$ cat src/fss_pkg.sv
// Constants and types shared by the flash self-program sequencer
package fss_pkg;

  localparam logic [2:0] OFF_CTRL  = 3'h0;
  localparam logic [2:0] OFF_KEY   = 3'h1;
  localparam logic [2:0] OFF_ADRL  = 3'h2;
  localparam logic [2:0] OFF_ADRH  = 3'h3;
  localparam logic [2:0] OFF_DATL  = 3'h4;
  localparam logic [2:0] OFF_DATH  = 3'h5;

  localparam int CB_READ   = 0;
  localparam int CB_LAUNCH = 1;
  localparam int CB_PERMIT = 2;
  localparam int CB_FREE   = 4;
  localparam int CB_LATCH  = 5;
  localparam int CB_CFG    = 6;
  localparam int CB_PGD    = 7;

  localparam logic [7:0]  CTRL_RESET  = 8'h00;
  localparam logic [7:0]  ADRH_RDMASK = 8'h80;
  localparam logic [7:0]  KEY_FIRST   = 8'h55;
  localparam logic [7:0]  KEY_SECOND  = 8'haa;
  localparam logic [13:0] LATCH_RESET = 14'h3fff;
  localparam int          N_LATCH     = 8;
  localparam int          LATCH_AW    = 3;

  localparam logic [14:0] CFG_USER_LAST = 15'h0003;
  localparam logic [14:0] CFG_DEVID     = 15'h0006;
  localparam logic [14:0] CFG_WORD1     = 15'h0007;
  localparam logic [14:0] CFG_WORD2     = 15'h0008;
  localparam logic [2:0]  CFG_WR_LATCHES = 3'h3;

  localparam int CLK_MHZ       = 250;
  localparam int ERASE_TIME_US = 2000;
  localparam int ERASE_CYC     = ERASE_TIME_US * CLK_MHZ;
  localparam int PREP_CYC      = 2;
  localparam int CNT_W         = 20;

  typedef enum logic [2:0] {
    FSS_IDLE, FSS_PREP, FSS_ERASE, FSS_PROG, FSS_RDREQ, FSS_RDCAP
  } fss_state_t;

  typedef struct packed {
    logic        erase;
    logic        prog;
    logic        rd;
    logic [15:0] addr;
    logic [13:0] wdata;
  } fss_flash_req_t;

endpackage

$ cat src/fss_unlock.sv
// Two-byte unlock key tracker
`timescale 1ns/1ps
`default_nettype none
module fss_unlock
  import fss_pkg::*;
(
  input  wire logic       clk,
  input  wire logic       rst_b,
  input  wire logic       key_wr,
  input  wire logic [7:0] key_data,
  input  wire logic       consume,
  output logic            armed
);

  logic [1:0] step_reg;
  logic [1:0] step_next;

  always_comb begin
    step_next = step_reg;
    if (key_wr) begin
      if (key_data == KEY_FIRST) begin
        step_next = 2'h1;
      end else if (key_data == KEY_SECOND && step_reg == 2'h1) begin
        step_next = 2'h2;
      end else begin
        step_next = 2'h0;
      end
    end else if (consume) begin
      step_next = 2'h0; // Key is single use
    end
  end

  always_ff @(posedge clk or negedge rst_b) begin
    if (!rst_b) begin
      step_reg <= 2'h0;
    end else begin
      step_reg <= step_next;
    end
  end

  assign armed = (step_reg == 2'h2);

endmodule // fss_unlock
`default_nettype wire

$ cat src/fss_sequencer.sv
// Flash self-program sequencer: registers, latches, erase and program
// How it works
// - Erase works on whole rows only
// - Row-erase bit reads set until erase ends
// - Core stalls for erase time after prep
// - Program start never triggers an erase
// - At most eight aligned words per program
// - Latches reset to 3fff after programming
// - Latch-only mode loads latch, no programming
// - Otherwise load final latch, program block
// - Whole block programmed (latches 0-3 only in config space), unloaded latches kept
// - Load or program needs the unlock keys
// - Config select targets ID and config region
// - User IDs writable, ID/config words read-only
// - Bad config-space read clears data pair
// - Data pair holds a 14-bit word
// - Address pair holds a 15-bit address
//
// The plain strobed port and the register offsets were left to the implementer.
`timescale 1ns/1ps
`default_nettype none
module fss_sequencer
  import fss_pkg::*;
#(
  parameter int ERASE_CYCLES = ERASE_CYC
) (
  input  wire logic       clk,
  input  wire logic       rst_b,
  input  wire logic [2:0] reg_addr,
  input  wire logic [7:0] reg_wdata,
  input  wire logic       reg_wr,
  input  wire logic       reg_rd,
  output logic [7:0]      reg_rdata,
  input  wire logic [13:0] flash_rdata,
  output fss_flash_req_t  flash_req,
  output logic            cpu_stall,
  output logic            busy
);

  fss_state_t     state_reg, state_next;
  logic [7:0]     ctrl_reg, ctrl_next;
  logic [14:0]    adr_reg, adr_next;
  logic [13:0]    dat_reg, dat_next;
  logic [13:0]    latch_reg [N_LATCH];
  logic [13:0]    latch_next [N_LATCH];
  logic [CNT_W-1:0] cnt_reg, cnt_next;
  logic [LATCH_AW-1:0] idx_reg, idx_next;
  fss_flash_req_t req_reg, req_next;
  logic [7:0]     rdata_reg, rdata_next;
  logic           stall_reg, stall_next;

  logic           armed;
  logic           ctrl_wr;
  logic           key_wr;
  logic           launch;
  logic           go;
  logic           cfg_rd_ok;
  logic           cfg_wr_ok;
  logic           cfg_sel;
  logic [CNT_W-1:0] erase_last;
  logic [CNT_W-1:0] prep_last;

  assign ctrl_wr    = reg_wr && reg_addr == OFF_CTRL;
  assign key_wr     = reg_wr && reg_addr == OFF_KEY;
  assign erase_last = CNT_W'(ERASE_CYCLES - 1);
  assign prep_last  = CNT_W'(PREP_CYC - 1);
  // Launch is honoured only with permit written alongside it
  assign launch = ctrl_wr && state_reg == FSS_IDLE
                  && reg_wdata[CB_LAUNCH] && reg_wdata[CB_PERMIT];
  assign go      = launch && armed && reg_wdata[CB_PGD];
  assign cfg_sel = reg_wdata[CB_CFG];
  assign cfg_rd_ok = adr_reg <= CFG_USER_LAST || adr_reg == CFG_DEVID
                     || adr_reg == CFG_WORD1 || adr_reg == CFG_WORD2;
  assign cfg_wr_ok = adr_reg <= CFG_USER_LAST;

  fss_unlock u_unlock (
    .clk      (clk),
    .rst_b    (rst_b),
    .key_wr   (key_wr),
    .key_data (reg_wdata),
    .consume  (ctrl_wr),
    .armed    (armed)
  );

  always_comb begin
    state_next = state_reg;
    ctrl_next  = ctrl_reg;
    adr_next   = adr_reg;
    dat_next   = dat_reg;
    cnt_next   = cnt_reg;
    idx_next   = idx_reg;
    req_next   = '0;
    for (int i = 0; i < N_LATCH; i++) begin
      latch_next[i] = latch_reg[i];
    end
    // Software writes to address and data; busy blocks nothing here
    if (reg_wr && reg_addr == OFF_ADRL) begin
      adr_next[7:0] = reg_wdata;
    end
    if (reg_wr && reg_addr == OFF_ADRH) begin
      adr_next[14:8] = reg_wdata[6:0];
    end
    if (reg_wr && reg_addr == OFF_DATL) begin
      dat_next[7:0] = reg_wdata;
    end
    if (reg_wr && reg_addr == OFF_DATH) begin
      dat_next[13:8] = reg_wdata[5:0];
    end
    unique case (state_reg)
      FSS_IDLE: begin
        if (ctrl_wr) begin
          ctrl_next = reg_wdata;
          ctrl_next[CB_LAUNCH] = 1'b0;
          ctrl_next[CB_READ]   = 1'b0;
          if (reg_wdata[CB_READ]) begin
            ctrl_next[CB_READ] = 1'b1;
            req_next.rd   = 1'b1;
            req_next.addr = {cfg_sel, adr_reg};
            state_next    = FSS_RDREQ;
          end else if (go && reg_wdata[CB_FREE] && !cfg_sel) begin
            // Row erase; flash clears the row holding the address
            ctrl_next[CB_LAUNCH] = 1'b1;
            cnt_next   = '0;
            state_next = FSS_PREP;
          end else if (go && !reg_wdata[CB_FREE]
                       && (!cfg_sel || cfg_wr_ok)) begin
            latch_next[adr_reg[LATCH_AW-1:0]] = dat_reg;
            if (!reg_wdata[CB_LATCH]) begin
              ctrl_next[CB_LAUNCH] = 1'b1;
              idx_next   = '0;
              state_next = FSS_PROG;
            end
            // Latch-only mode stops after the load
          end
        end
      end
      FSS_PREP: begin
        // Two core cycles pass before the stall begins
        if (cnt_reg == prep_last) begin
          cnt_next       = '0;
          req_next.erase = 1'b1;
          req_next.addr  = {1'b0, adr_reg};
          state_next     = FSS_ERASE;
        end else begin
          cnt_next = cnt_reg + 1'b1;
        end
      end
      FSS_ERASE: begin
        if (cnt_reg == erase_last) begin
          ctrl_next[CB_LAUNCH] = 1'b0;
          ctrl_next[CB_FREE]   = 1'b0;
          state_next = FSS_IDLE;
        end else begin
          cnt_next = cnt_reg + 1'b1;
        end
      end
      FSS_PROG: begin
        // Every latch of the block goes out, loaded or not; in config space only latches 0-3 get a program pulse
        req_next.prog  = !ctrl_reg[CB_CFG] || idx_reg <= CFG_WR_LATCHES;
        req_next.addr  = {ctrl_reg[CB_CFG],
                          adr_reg[14:LATCH_AW], idx_reg};
        req_next.wdata = latch_reg[idx_reg];
        idx_next = idx_reg + 1'b1;
        if (idx_reg == LATCH_AW'(N_LATCH - 1)) begin
          for (int i = 0; i < N_LATCH; i++) begin
            latch_next[i] = LATCH_RESET;
          end
          ctrl_next[CB_LAUNCH] = 1'b0;
          state_next = FSS_IDLE;
        end
      end
      FSS_RDREQ: begin
        state_next = FSS_RDCAP;
      end
      FSS_RDCAP: begin
        // Read data arrives the cycle after the request is seen
        if (ctrl_reg[CB_CFG] && !cfg_rd_ok) begin
          dat_next = '0;
        end else begin
          dat_next = flash_rdata;
        end
        ctrl_next[CB_READ] = 1'b0;
        state_next = FSS_IDLE;
      end
    endcase
  end

  always_comb begin
    stall_next = (state_next == FSS_ERASE);
    rdata_next = 8'h00;
    if (reg_rd) begin
      unique case (reg_addr)
        OFF_CTRL: rdata_next = ctrl_reg;
        OFF_ADRL: rdata_next = adr_reg[7:0];
        OFF_ADRH: rdata_next = ADRH_RDMASK | {1'b0, adr_reg[14:8]};
        OFF_DATL: rdata_next = dat_reg[7:0];
        OFF_DATH: rdata_next = {2'b00, dat_reg[13:8]};
        default:  rdata_next = 8'h00;
      endcase
    end
  end

  always_ff @(posedge clk or negedge rst_b) begin
    if (!rst_b) begin
      state_reg <= FSS_IDLE;
      ctrl_reg  <= CTRL_RESET;
      adr_reg   <= '0;
      dat_reg   <= '0;
      cnt_reg   <= '0;
      idx_reg   <= '0;
      req_reg   <= '0;
      rdata_reg <= 8'h00;
      stall_reg <= 1'b0;
      for (int i = 0; i < N_LATCH; i++) begin
        latch_reg[i] <= LATCH_RESET;
      end
    end else begin
      state_reg <= state_next;
      ctrl_reg  <= ctrl_next;
      adr_reg   <= adr_next;
      dat_reg   <= dat_next;
      cnt_reg   <= cnt_next;
      idx_reg   <= idx_next;
      req_reg   <= req_next;
      rdata_reg <= rdata_next;
      stall_reg <= stall_next;
      for (int i = 0; i < N_LATCH; i++) begin
        latch_reg[i] <= latch_next[i];
      end
    end
  end

  assign reg_rdata = rdata_reg;
  assign flash_req = req_reg;
  assign cpu_stall = stall_reg;
  assign busy      = state_reg != FSS_IDLE;

  // Helper: cycles of the current stall so far, zero again from the second cycle after a stall ends
  logic [CNT_W-1:0] stall_len;
  always_ff @(posedge clk or negedge rst_b) begin
    if (!rst_b) begin
      stall_len <= '0;
    end else if (stall_reg) begin
      stall_len <= stall_len + 1'b1;
    end else begin
      stall_len <= '0;
    end
  end
endmodule // fss_sequencer
`default_nettype wire

$ cat config.mk
export PLATFORM = sky130hd
export DESIGN_NAME = fss_sequencer
export DESIGN_NICKNAME = d
export VERILOG_FILES = /design/src/fss_pkg.sv /design/src/fss_unlock.sv /design/src/fss_sequencer.sv
export SDC_FILE = /design/constraint.sdc
export NUM_CORES = 1
export LEC_CHECK = 0
export CAP_MARGIN = 20
export CORE_MARGIN = 2
export CORE_UTILIZATION = 28
export DETAILED_ROUTE_END_ITERATION = 7
export DONT_BUFFER_PORTS = 1
export PLACE_DENSITY_LB_ADDON = 0.12
export SLEW_MARGIN = 25
export SYNTH_ARGS = -nofsm -noshare
export SYNTH_HDL_FRONTEND = slang
export SYNTH_HIERARCHICAL = 1
export SYNTH_SLANG_ARGS = --single-unit
$ cat constraint.sdc
create_clock -name clk -period 2.5 [get_ports clk]
set_input_delay 0.5 -clock clk [delete_from_list [all_inputs] [get_ports clk]]
set_output_delay 0.5 -clock clk [all_outputs]
set_load 0.03 [all_outputs]
**After elaboration in Yosys (flattened, before gate mapping)**

Cells that the tools add are included.

- Register bits after elaboration: 219
- Bits of input ports: 29
- Output and inout port bits: 43

- Add/sub/neg operators: 2
- Order comparisons: 5
- Equality and inequality tests: 30
- Muxes and demuxes: 63
- Bitwise operators: 2
- Reductions and logical operators: 45

Operator list:

| kind | number |
|---|---|
| 112-bit 2-to-1 mux | 5 |
| 112-bit case mux with 2 select lines | 1 |
| 112-bit bitwise mux | 1 |
| 20-bit 2-to-1 mux | 5 |
| 14-bit 2-to-1 mux | 6 |
| 20-bit case mux with 3 select lines | 1 |
| 16-bit case mux with 3 select lines | 1 |
| 14-bit binary-select mux with 3-bit select | 1 |
| 14-bit demux with 3-bit select | 1 |
| 8-bit case mux with 5 select lines | 1 |
| 3-bit 2-to-1 mux | 13 |
| 17-bit 2-to-1 mux | 2 |
| 15-bit by 3-bit == test with 1-bit output, second input constant | 2 |
| 20-bit by 1-bit adder with 20-bit output, second input constant | 1 |
| 20-bit by 1-bit == test with 1-bit output, second input constant | 1 |
| 20-bit by 19-bit == test with 1-bit output, second input constant | 1 |
| 1-bit logical AND | 18 |
| 3-bit case mux with 6 select lines | 1 |
| 8-bit 2-to-1 mux | 2 |
| 15-bit by 4-bit == test with 1-bit output, second input constant | 1 |
| 3-bit by 2-bit == test with 1-bit output, second input constant | 5 |
| 3-bit == test, second input constant | 5 |
| 15-bit by 2-bit <= comparator with 1-bit output, second input constant | 1 |
| 15-bit 2-to-1 mux | 1 |
| other kinds (29) | 70 |

**Depth between registers and ports, before layout**

Gate-level depths: netlist (run 1).

- Word-level depth: 15
- Gate-level depth with buffers: 10
- Gate-level depth less buffers: 7

**Cells and area by module**

The synthesis (run 1) kept the hierarchy.

Modules (own cells, without submodules):

| module | times used | cells an instance | area an instance (um^2) | sequential area each (um^2) |
|---|---|---|---|---|
| fss_sequencer | 1 | 837 | 10,691.5 | 5,570.3 |
| fss_unlock | 1 | 14 | 125.1 | 50.0 |

**Least setup slack after synthesis (run 1)**

Ideal clock, no wire load.

- Path kind: input to register
- Start: input port reg_addr[1]
- End: register latch_reg[102] (netlist bit)
- Arrival: 2.454 ns
- Required time: 2.415 ns
- Path slack: -0.039 ns
- Cell stages on the path: 8
- Buffers on the path: 3
- Cells stage by stage: or4b_1 > buf_2 > o31a_4 > nor3_1 > and3_1 > buf_2 > buf_6 > mux2_1

- Cells in the longest elaborated chain, start to end: 11
- Elaborated cells between the ends (all ways): 15

Ends and longest elaborated chain:

| item | RTL line | text |
|---|---|---|
| start: declaration | fss_sequencer.sv:29 | `input wire logic [2:0] reg_addr,` |
| 3-bit zero test (*) | fss_sequencer.sv:63 | `assign ctrl_wr = reg_wr && reg_addr == OFF_CTRL;` |
| 1-bit logical AND (*) | fss_sequencer.sv:63 |  |
| 1-bit logical AND | fss_sequencer.sv:68 | `assign launch = ctrl_wr && state_reg == FSS_IDLE` |
| 1-bit logical AND (2 in series) | fss_sequencer.sv:69 | `&& reg_wdata[CB_LAUNCH] && reg_wdata[CB_PERMIT];` |
| 1-bit logical AND (2 in series) | fss_sequencer.sv:70 | `assign go = launch && armed && reg_wdata[CB_PGD];` |
| 1-bit logical AND, on equally long branches | fss_sequencer.sv:125, fss_sequencer.sv:120 |  |
| 1-bit logical AND, on equally long branches | fss_sequencer.sv:126, fss_sequencer.sv:120 |  |
| 2-bit by 1-bit != test with 1-bit output (no source line) or 2-bit != test (tied branches) | - |  |
| 6-bit AND reduction (no source line) (*) | - |  |
| end signal: indexed assignment | fss_sequencer.sv:228 | `latch_reg[i] <= latch_next[i];` |
| end: declaration | fss_sequencer.sv:44 | `logic [13:0] latch_reg [N_LATCH];` |

Every way passes the cells marked *; elsewhere a longest branch is shown, timed or not.
A chain may end at the register's enable or synchronous reset.

**Final worst setup path (run 1)**

- Start: register state_reg[2]
- End: output port busy

- Cells in the longest elaborated chain, start to end: 1

Ends and longest elaborated chain:

| item | RTL line | text |
|---|---|---|
| start: declaration | fss_sequencer.sv:40 | `fss_state_t state_reg, state_next;` |
| start signal: assignment | fss_sequencer.sv:218 | `state_reg <= state_next;` |
| 3-bit nonzero test | fss_sequencer.sv:236 | `assign busy = state_reg != FSS_IDLE;` |
| end: declaration | fss_sequencer.sv:37 | `output logic busy` |

Every way passes these cells.

==> impl_metrics.ini, run 1 <==
[synth]
postSynthNetCount = 885
netlist_top_cells_area = sky130_fd_sc_hd__dfstp_2 (27%), sky130_fd_sc_hd__dfrtp_1 (25%), sky130_fd_sc_hd__mux2_4 (9.7%)
synth_largest_area_cell = sky130_fd_sc_hd__dfstp_2
yosysWarnings = 6
portion_of_synthesized_cell_area_occupied_by_the_leading_cell_type_pct = 27.2
ys_types = 69
mappedNetlistArea_um2 = 10800
synthMostInstantiatedCell = sky130_fd_sc_hd__dfstp_2
ys_async_sr_fraction_pct = 100
avgSynthCellArea_um2 = 12.7
synth_seq_cells = 219
synth_seq_area_share_pct = 52.0
synth_edf_count = 0
synth_flop_cell = sky130_fd_sc_hd__dfstp_2
ys_top_cells_by_count = sky130_fd_sc_hd__dfstp_2 (112), sky130_fd_sc_hd__dfrtp_1 (107), sky130_fd_sc_hd__nand2_1 (76)
synthCells = 851

[run_status]
outcome = finished, violations left
violated_checks = hold timing

[floorplan]
dieHeight_um = 201
core_um2 = 37800
number_of_placement_rows = 71
floorplan.io_pins = 72
floorplan.die_area_um2 = 40200
initial_core_util_pct = 28.6
die_x_um = 201

[detailed_routing]
viasPerCell = 4.94
firstDrtPassIters = 4
detail_route.iter0.violations = 383
total_wire_length_um = 31100
route.detailed.drc = 0
final_antenna_net_count = 0
via_count = 7061
detail_route.wl_per_cell_um = 21.8

[run]
cap_viol_max_count = 0

[clock_network]
clock_tree.htree_level_count = 1
source_to_sink_clock_delay_at_the_later_pin_of_the_worst_skew_pair_ns = 0.58
clk_sink_count = 219
cts_inserted_buffers = 28
cts_tree = yes
post_cts_hold_buffer_count = 3
clk_transition_reported_paths_ns = 0.06
cts_max_path_buffers = 3
cts_root_buf = sky130_fd_sc_hd__clkbuf_16

[worst_setup_path]
cp_common_cell = sky130_fd_sc_hd__buf_4
critical_path_arrival_ns = 1.92
critical_path_class = flip-flop to output port
critical-path-max-stage-delay_ns = 0.48
source_of_the_worst_register_to_register_timing_path = adr_reg[6]
path_max_fanout = 15
setup.reg_to_reg.worst_slack_ns = 0.19
worst-endpoint-required_ns = 2.00
crit_path_end_kind = output port
worst_path_max_delay_cell = sky130_fd_sc_hd__dfrtp_1
timing.critical_path.cells = buf_4, or3_1, buf_4
critical_path.startpoint_type = flip-flop
worstReg2RegEnd = latch_reg[100]
reg2reg_depth = 7

[power]
total_power_mw = 14.8
power_density_nw_per_um2 = 1160
irDropWorstVdd_v = 0.000486
total_leakage_power_nw = 5.40

[timing]
worst_clock_skew_ns = 0.0326
period_minus_slack_ns = 2.42
final.period_utilization_pct = 96.7
maxClockFrequency_mhz = 414
max_slew.worst_pin.slew_ns = 0.706
slew-limit-headroom_pct = 52.9
grt_setup_unrepaired = no
drv_slew = 0
final_count_of_hold_timing_violations = 168
setup_viol = 0
whs_ns = -0.381

[place]
numPortBuffers = 0
placedInstanceArea_um2 = 11700
place_hpwl_um = 19900
gpl.final_weighted_congestion = 0.781

[cells_and_area]
area_delta_synth_final_pct = 18.1
post_route_cells_drive_above_1_share_pct = 42.5
num-nets-final = 929
antenna-diode-count = 0
final_cell_area_um2 = 12800
largest_register_ff_count = 112

[hold_path]
min_path_type = input port to asynchronous set/reset pin

[global_route]
wire_length_of_the_first_global_routing_pass_um = 48500
grt_max_degree = 220
grt-ovfl-total = 0
antenna_found_initial = 0
vias_in_the_first_global_route = 7583
grt.total_usage_pct = 15.6
## kinds of logic (layout without fill, tap and decap cells)
logic type,after synthesis,in the layout,synth area share (%)
AO/OA/AOI/OAI,140,140,8.86
XOR/XNOR,4,4,0.324
adder cells (fa/ha/maj),5,5,0.578
buffers and inverters,63,129,2.85
flip-flops,219,219,52.0
multiplexers,169,169,22.8
AND/OR/NAND/NOR,251,251,12.7
## timing repair
item                                   CTS  global route
endpoints found under the hold margin  222           219
buffers inserted                         0             4
setup endpoints to repair                0             7
gates resized for setup                  0             1
## per-layer routing
layer  track usage, %  share of wire [%]  vias up
met5                0                  0        -
met4             3.44                2.1        0
met3             2.73                3.8       43
met2             24.4                 45      121
met1             22.5                 49     3650
li1                 -                  -     3247
## placed cells by master (no fill, tap or decap), types with 5 or more instances in the layout
cell type,n
sky130_fd_sc_hd__clkbuf_16,31
sky130_fd_sc_hd__clkbuf_8,5
sky130_fd_sc_hd__mux2_1,10
sky130_fd_sc_hd__inv_1,12
sky130_fd_sc_hd__a221o_1,7
sky130_fd_sc_hd__clkbuf_1,6
sky130_fd_sc_hd__nor4_1,7
sky130_fd_sc_hd__nand3_1,16
sky130_fd_sc_hd__nor3_1,11
sky130_fd_sc_hd__nor3_2,7
sky130_fd_sc_hd__o31ai_1,7
sky130_fd_sc_hd__nor3b_1,17
sky130_fd_sc_hd__and2_1,5
sky130_fd_sc_hd__nand4_1,6
sky130_fd_sc_hd__a22oi_1,7
sky130_fd_sc_hd__nand2_1,76
sky130_fd_sc_hd__clkinv_2,6
sky130_fd_sc_hd__or4_1,8
sky130_fd_sc_hd__buf_12,9
sky130_fd_sc_hd__dfrtp_1,106
sky130_fd_sc_hd__buf_4,52
sky130_fd_sc_hd__a21oi_1,47
sky130_fd_sc_hd__nand2b_1,17
sky130_fd_sc_hd__a31oi_1,12
sky130_fd_sc_hd__o21ai_0,13
sky130_fd_sc_hd__o2bb2ai_1,8
sky130_fd_sc_hd__nand3_2,7
sky130_fd_sc_hd__mux4_2,28
sky130_fd_sc_hd__dfstp_2,112
sky130_fd_sc_hd__mux2i_1,15
sky130_fd_sc_hd__and3_1,6
sky130_fd_sc_hd__ha_1,5
sky130_fd_sc_hd__nor2b_1,5
sky130_fd_sc_hd__nor2_1,43
sky130_fd_sc_hd__mux2_4,70
sky130_fd_sc_hd__mux2_2,46
## through the flow
| step | utilization, % | setup TNS, ns | setup WS [ns] | hold slack (ns) | std cells |
|---|---|---|---|---|---|
| after floorplan | - | 0 | 0.00848 | 0.204 | 851 |
| after CTS | 33.7 | 0 | 0.0416 | -0.418 | 1424 |
| final | 33.8 | 0 | 0.0826 | -0.381 | 1428 |
| after global routing | 33.8 | 0 | 0.00901 | -0.423 | 1428 |
| after detailed placement | 31.0 | -0.0234 | -0.00612 | 0.210 | 1369 |
| after global placement | 31.0 | -0.0410 | -0.0410 | 0.210 | 1369 |
## layout make-up
type | instances | area (um2)
clock buffer | 42 | 867
clock inverter | 10 | 106
fill | 3804 | 25100
inverter | 13 | 48.8
multi-input combinational | 569 | 4890
sequential | 219 | 5620
tap | 511 | 639
timing repair buffer | 64 | 601
## where the power goes
| group | total, mW | internal, mW | switching (mW) |
|---|---|---|---|
| Clock | 4.15 | 2.51 | 1.64 |
| Sequential | 6.02 | 5.13 | 0.897 |
| Combinational | 4.64 | 2.33 | 2.31 |
| Total | 14.8 | 9.97 | 4.84 |
## worst max-delay path by stage
stage | to | slack (ns) | start
final | busy | 0.08 | state_reg[2]
after global routing | busy | 0.009 | state_reg[2]
after CTS | busy | 0.04 | state_reg[2]
after detailed placement | latch_reg[111] | -0.006 | reg_addr[1]
after global placement | cnt_reg[18] | -0.04 | reg_addr[1]
after floorplan | latch_reg[102] | 0.008 | reg_addr[1]
## critical path: cells and delay by family (launching register included)
| kind | cells | cell delay (ns) |
|---|---|---|
| buf+inv | 2 | 0.44 |
| simple gates | 1 | 0.44 |
| flops | 1 | 0.48 |
No activity file was read; power rests on OpenSTA's default activity.
==> inputs of run 2 (changes only) <==
--- a/config.mk
+++ b/config.mk
@@ -10,7 +10,6 @@
 export CORE_UTILIZATION = 28
 export DETAILED_ROUTE_END_ITERATION = 7
 export DONT_BUFFER_PORTS = 1
-export PLACE_DENSITY_LB_ADDON = 0.12
 export SLEW_MARGIN = 25
 export SYNTH_ARGS = -nofsm -noshare
 export SYNTH_HDL_FRONTEND = slang
==> run 2 against run 1 <==
  * Final area shrank 2.8%
  * Setup slack gained 0.0012 ns
  * Cell count shrank 1.7%
  * Combinational power shrank 5.6%
  * Sequential cell count is the same
  * The run still ends with hold timing left
  * Count of clock-buffer cells in the layout shrank 7
==> impl_metrics.ini, run 2 (synthesized netlist as in run 1, its figures left out) <==
[timing]
grt_setup_unrepaired = no
maxClockFrequency_mhz = 414
max_slew.worst_pin.slew_ns = 0.741
setup_viol = 0
fin_ws_ns = 0.0837
period_minus_slack_ns = 2.42
final.period_utilization_pct = 96.7
drv_slew = 0
slew-limit-headroom_pct = 50.6
whs_ns = -0.285
worst_clock_skew_ns = 0.0110
final_count_of_hold_timing_violations = 131
final.setup.tns_ns = 0

[clock_network]
cts_max_path_buffers = 3
cts.repair_timing.setup_buffer_count = 0
cts_root_buf = sky130_fd_sc_hd__clkbuf_16
clk_sink_count = 219
cts_tree = yes
source_to_sink_clock_delay_at_the_later_pin_of_the_worst_skew_pair_ns = 0.53
cts_resized = 0
clk_transition_reported_paths_ns = 0.06
cts_inserted_buffers = 25
clock_tree.htree_level_count = 1

[detailed_routing]
via_count = 7116
maxUsedRoutingLayer = met4
wirelength_met1_um = 12800
final_antenna_net_count = 0
total_wire_length_um = 28100
detail_route.iter0.violations = 548
dr_wl_met2_um = 13500
route.detailed.drc = 0
detail_route.wl_per_cell_um = 20.0
firstDrtPassIters = 5
wl_met3_um = 1170
viasPerCell = 5.07

[cells_and_area]
num-nets-final = 908
area_delta_synth_final_pct = 14.8
antenna-diode-count = 0
post_route_cells_drive_above_1_share_pct = 41.5
final_util_pct = 32.8
finalNonFillerCells = 1404
final_cell_area_um2 = 12400
most-common-layout-cells = sky130_fd_sc_hd__dfstp_2 (112), sky130_fd_sc_hd__dfrtp_1 (106), sky130_fd_sc_hd__nand2_1 (76), sky130_fd_sc_hd__mux2_4 (70), sky130_fd_sc_hd__a21oi_1 (47)
mostFrequentLayoutCell = sky130_fd_sc_hd__dfstp_2
largest_register_ff_count = 112

[floorplan]
initial_core_util_pct = 28.6
floorplan.io_pins = 72
number_of_placement_rows = 71
core_um2 = 37800
die_x_um = 201
dieHeight_um = 201
floorplan.die_area_um2 = 40200

[place]
placedInstanceArea_um2 = 11600
place_hpwl_um = 18600
pre_cts_slack_ns = -0.0814
numPortBuffers = 0
gpl.final_weighted_congestion = 0.876
place_inst = 1357

[power]
irDropWorstVdd_v = 0.000547
total_leakage_power_nw = 5.20
power_density_nw_per_um2 = 1130
total_power_mw = 14.1

[worst_setup_path]
cp_top_family = simple AND/OR/NAND/NOR gates
worst_path_max_delay_cell = sky130_fd_sc_hd__dfrtp_1
path_max_fanout = 5
critical_path.startpoint_type = flip-flop
worst-path-buf-inv = 1
critical_path_class = flip-flop to flip-flop
critical-path-max-stage-delay_ns = 0.42
worst-endpoint-required_ns = 2.94
timing.critical_path.cells = inv_1, ha_1, nor4b_1, nand3_1, or2_2, o21ai_0, a22o_1
critical_path_arrival_ns = 2.86
crit_path_end_kind = flip-flop

[global_route]
grt.total_usage_pct = 13.8
vias_in_the_first_global_route = 7366
grt_max_degree = 220
antenna_found_initial = 0
grt-ovfl-total = 0
wire_length_of_the_first_global_routing_pass_um = 44300

[hold_path]
min_path_type = input port to asynchronous set/reset pin

[run]
cap_viol_max_count = 0

[run_status]
violated_checks = hold timing
outcome = finished, violations left
run 2: changes by cell type in the layout (fill, tap and decap cells not counted), moves of 3 or more:
cell,previous run,this run
sky130_fd_sc_hd__clkbuf_1,6,3
sky130_fd_sc_hd__dlygate4sd3_1,3,0
sky130_fd_sc_hd__clkbuf_16,31,25
sky130_fd_sc_hd__buf_12,9,4
sky130_fd_sc_hd__buf_4,52,41
run 2: area by class of cell:
type                       instances  area, um2
clock buffer                      35        733
clock inverter                    11       95.1
fill                            3783      25400
inverter                          13       48.8
multi-input combinational        569       4890
sequential                       219       5620
tap                              511        639
timing repair buffer              46        395
run 2: final timing paths:
check                                end    startpoint  cells past startpoint  slack, ns
min in group clk             ctrl_reg[3]  reg_wdata[3]                      2       0.08
setup reg to reg           flash_req[14]    cnt_reg[1]                      7       0.08
hold / removal             flash_req[11]         rst_b                      0      -0.28
max in group asynchronous     dat_reg[2]         rst_b                      0       2.21
setup / recovery           flash_req[14]    cnt_reg[1]                      7       0.08
hold reg to reg              ctrl_reg[7]   ctrl_reg[7]                      2       0.48
run 2: power by group:
| part | switching [mW] | total, mW | internal, mW |
|---|---|---|---|
| clock | 1.51 | 3.66 | 2.15 |
| combinational | 2.20 | 4.38 | 2.18 |
| sequential | 0.902 | 6.03 | 5.13 |
run 2: per-layer routing:
metal  vias up  track usage [%]
met5         -                0
met4         0             3.49
met3        45             1.85
met2       183             23.2
met1      3693             18.7
li1       3195                -
==> inputs of run 3 (changes only) <==
--- a/config.mk
+++ b/config.mk
@@ -10,6 +10,7 @@
 export CORE_UTILIZATION = 28
 export DETAILED_ROUTE_END_ITERATION = 7
 export DONT_BUFFER_PORTS = 1
+export MAX_ROUTING_LAYER = met4
 export SLEW_MARGIN = 25
 export SYNTH_ARGS = -nofsm -noshare
 export SYNTH_HDL_FRONTEND = slang
==> run 3 against run 2 <==
  * The run still ends with hold timing left
  * Clock power hardly changed
  * Sequential cell count stayed put
  * Non-clock buffer count stayed put
  * Power hardly changed
  * Setup slack better by 0.0018 ns
  * Hold slack worse by 0.015 ns
  * Final area stayed put
  * Highest routed layer unchanged
  * Via count is 0.24% higher
  * Maximum frequency hardly changed
  * Critical path depth stayed put
  * Largest power group unchanged
  * Combinational power hardly changed
==> impl_metrics.ini, run 3 (synthesized netlist as in run 1, its figures left out) <==
[timing]
grt_setup_unrepaired = no
whs_ns = -0.300
max_slew.worst_pin.slew_ns = 0.669
worst_clock_skew_ns = 0.0108
maxClockFrequency_mhz = 414
slew-limit-headroom_pct = 55.4
final.period_utilization_pct = 96.6
fin_ws_ns = 0.0856
final_count_of_hold_timing_violations = 160
final.setup.tns_ns = 0
setup_viol = 0
drv_slew = 0
period_minus_slack_ns = 2.41

[cells_and_area]
most-common-layout-cells = sky130_fd_sc_hd__dfstp_2 (112), sky130_fd_sc_hd__dfrtp_1 (106), sky130_fd_sc_hd__nand2_1 (76), sky130_fd_sc_hd__mux2_4 (70), sky130_fd_sc_hd__a21oi_1 (47)
mostFrequentLayoutCell = sky130_fd_sc_hd__dfstp_2
seq_area_um2 = 5620
finalNonFillerCells = 1404
final_util_pct = 32.8
num-nets-final = 908
fillerInstances = 3783
antenna-diode-count = 0
area_delta_synth_final_pct = 14.8
multi_input_area_um2 = 4890
post_route_cells_drive_above_1_share_pct = 41.5
largest_register_ff_count = 112

[worst_setup_path]
critical_path.startpoint_type = flip-flop
path_max_fanout = 5
worst_path_max_delay_cell = sky130_fd_sc_hd__dfrtp_1
source_of_the_worst_register_to_register_timing_path = cnt_reg[1]
critical-path-max-stage-delay_ns = 0.42
worst-endpoint-required_ns = 2.94
reg2reg_depth = 7
critical_path_arrival_ns = 2.85
critical_path_class = flip-flop to flip-flop
timing.critical_path.cells = inv_1, ha_1, nor4b_1, nand3_1, or2_2, o21ai_0, a22o_1
worstReg2RegEnd = flash_req[14]
crit_path_end_kind = flip-flop
setup.reg_to_reg.worst_slack_ns = 0.09

[run_status]
violated_checks = hold timing
outcome = finished, violations left

[power]
clockPowerShare_pct = 26.0
total_switching_power_mw = 4.61
combinational_power_share_pct = 31.1
power_density_nw_per_um2 = 1130
irDropWorstVdd_v = 0.000547
internal_power_mw = 9.45
total_leakage_power_nw = 5.20
pwr-share-seq_pct = 42.9
netSwitchingFraction_pct = 32.8

[detailed_routing]
detail_route.wl_per_cell_um = 20.1
route.detailed.drc = 0
viasPerCell = 5.08
via_count = 7133
detail_route.iter0.violations = 584
firstDrtPassIters = 5
final_antenna_net_count = 0
total_wire_length_um = 28200

[hold_path]
min_path_type = input port to asynchronous set/reset pin

[clock_network]
cts_inserted_buffers = 25
cts_tree = yes
clock_tree.htree_level_count = 1
cts_resized = 0
cts_max_path_buffers = 3
cts_root_buf = sky130_fd_sc_hd__clkbuf_16
clk_sink_count = 219
source_to_sink_clock_delay_at_the_later_pin_of_the_worst_skew_pair_ns = 0.53
cts.repair_timing.setup_buffer_count = 0
clk_transition_reported_paths_ns = 0.06

[floorplan]
floorplan.die_area_um2 = 40200
floorplan.io_pins = 72
number_of_placement_rows = 71
dieHeight_um = 201
core_um2 = 37800
initial_core_util_pct = 28.6
die_x_um = 201

[global_route]
wire_length_of_the_first_global_routing_pass_um = 44300
grt_max_degree = 220
grt-ovfl-total = 0
grt.total_usage_pct = 14.2
vias_in_the_first_global_route = 7363
antenna_found_initial = 0

[place]
numPortBuffers = 0
place_inst = 1357
pre_cts_slack_ns = -0.0814
gpl.final_weighted_congestion = 0.890
place_hpwl_um = 18600

[run]
cap_viol_max_count = 0
[run 3: cell counts in the layout (fill, tap and decap cells not counted)]
No cell type changed its count.
[run 3: worst max path at each step]
| stage | start | endpoint | slack (ns) | cells past startpoint |
|---|---|---|---|---|
| after CTS | state_reg[1] | busy | 0.15 | 3 |
| after detailed placement | reg_addr[1] | cnt_reg[7] | -0.08 | 7 |
| final | cnt_reg[1] | flash_req[14] | 0.09 | 7 |
| after floorplan | reg_addr[1] | latch_reg[102] | 0.008 | 8 |
| after global routing | cnt_reg[1] | flash_req[14] | 0.02 | 7 |
| after global placement | reg_addr[1] | cnt_reg[7] | -0.05 | 7 |
[run 3: layout make-up]
type / instances / area share, %
clock inverters: 11 / 0.766
inverters: 13 / 0.393
repair buffers: 46 / 3.18
well taps: 511 / 5.15
flip-flops and latches: 219 / 45.3
clock buffers: 35 / 5.90
multi-input cells: 569 / 39.4
[run 3: critical path: cells and delay by family, from the launching register on]
family          cells  cell delay (ns)
compound gates      2             0.70
fa+ha+maj           1             0.16
simple gates        3             0.95
flops               1             0.42
buf+inv             1             0.09
[run 3: power by group through the flow]
stage	sequential, mW	clock, mW	combinational (mW)
floorplan	5.71	0	3.42
global placement	6.02	0	4.29
detailed placement	6.07	0	4.38
CTS	6.03	3.75	4.39
global route	6.17	3.90	4.75
finish	6.03	3.66	4.38
[run 3: layer usage]
metal  GRT usage [%]  part of all wire [%]
met4            3.49                   2.2
met5               -                     0
met3            1.85                   3.7
met1            18.7                    46
met2            23.2                    48
[run 3: stage by stage]
step	total power, mW	area (um2)
CTS	14.2	12400
global placement	10.3	11600
global route	14.8	12400
finish	14.1	12400
floorplan	9.13	10800
detailed placement	10.4	11600
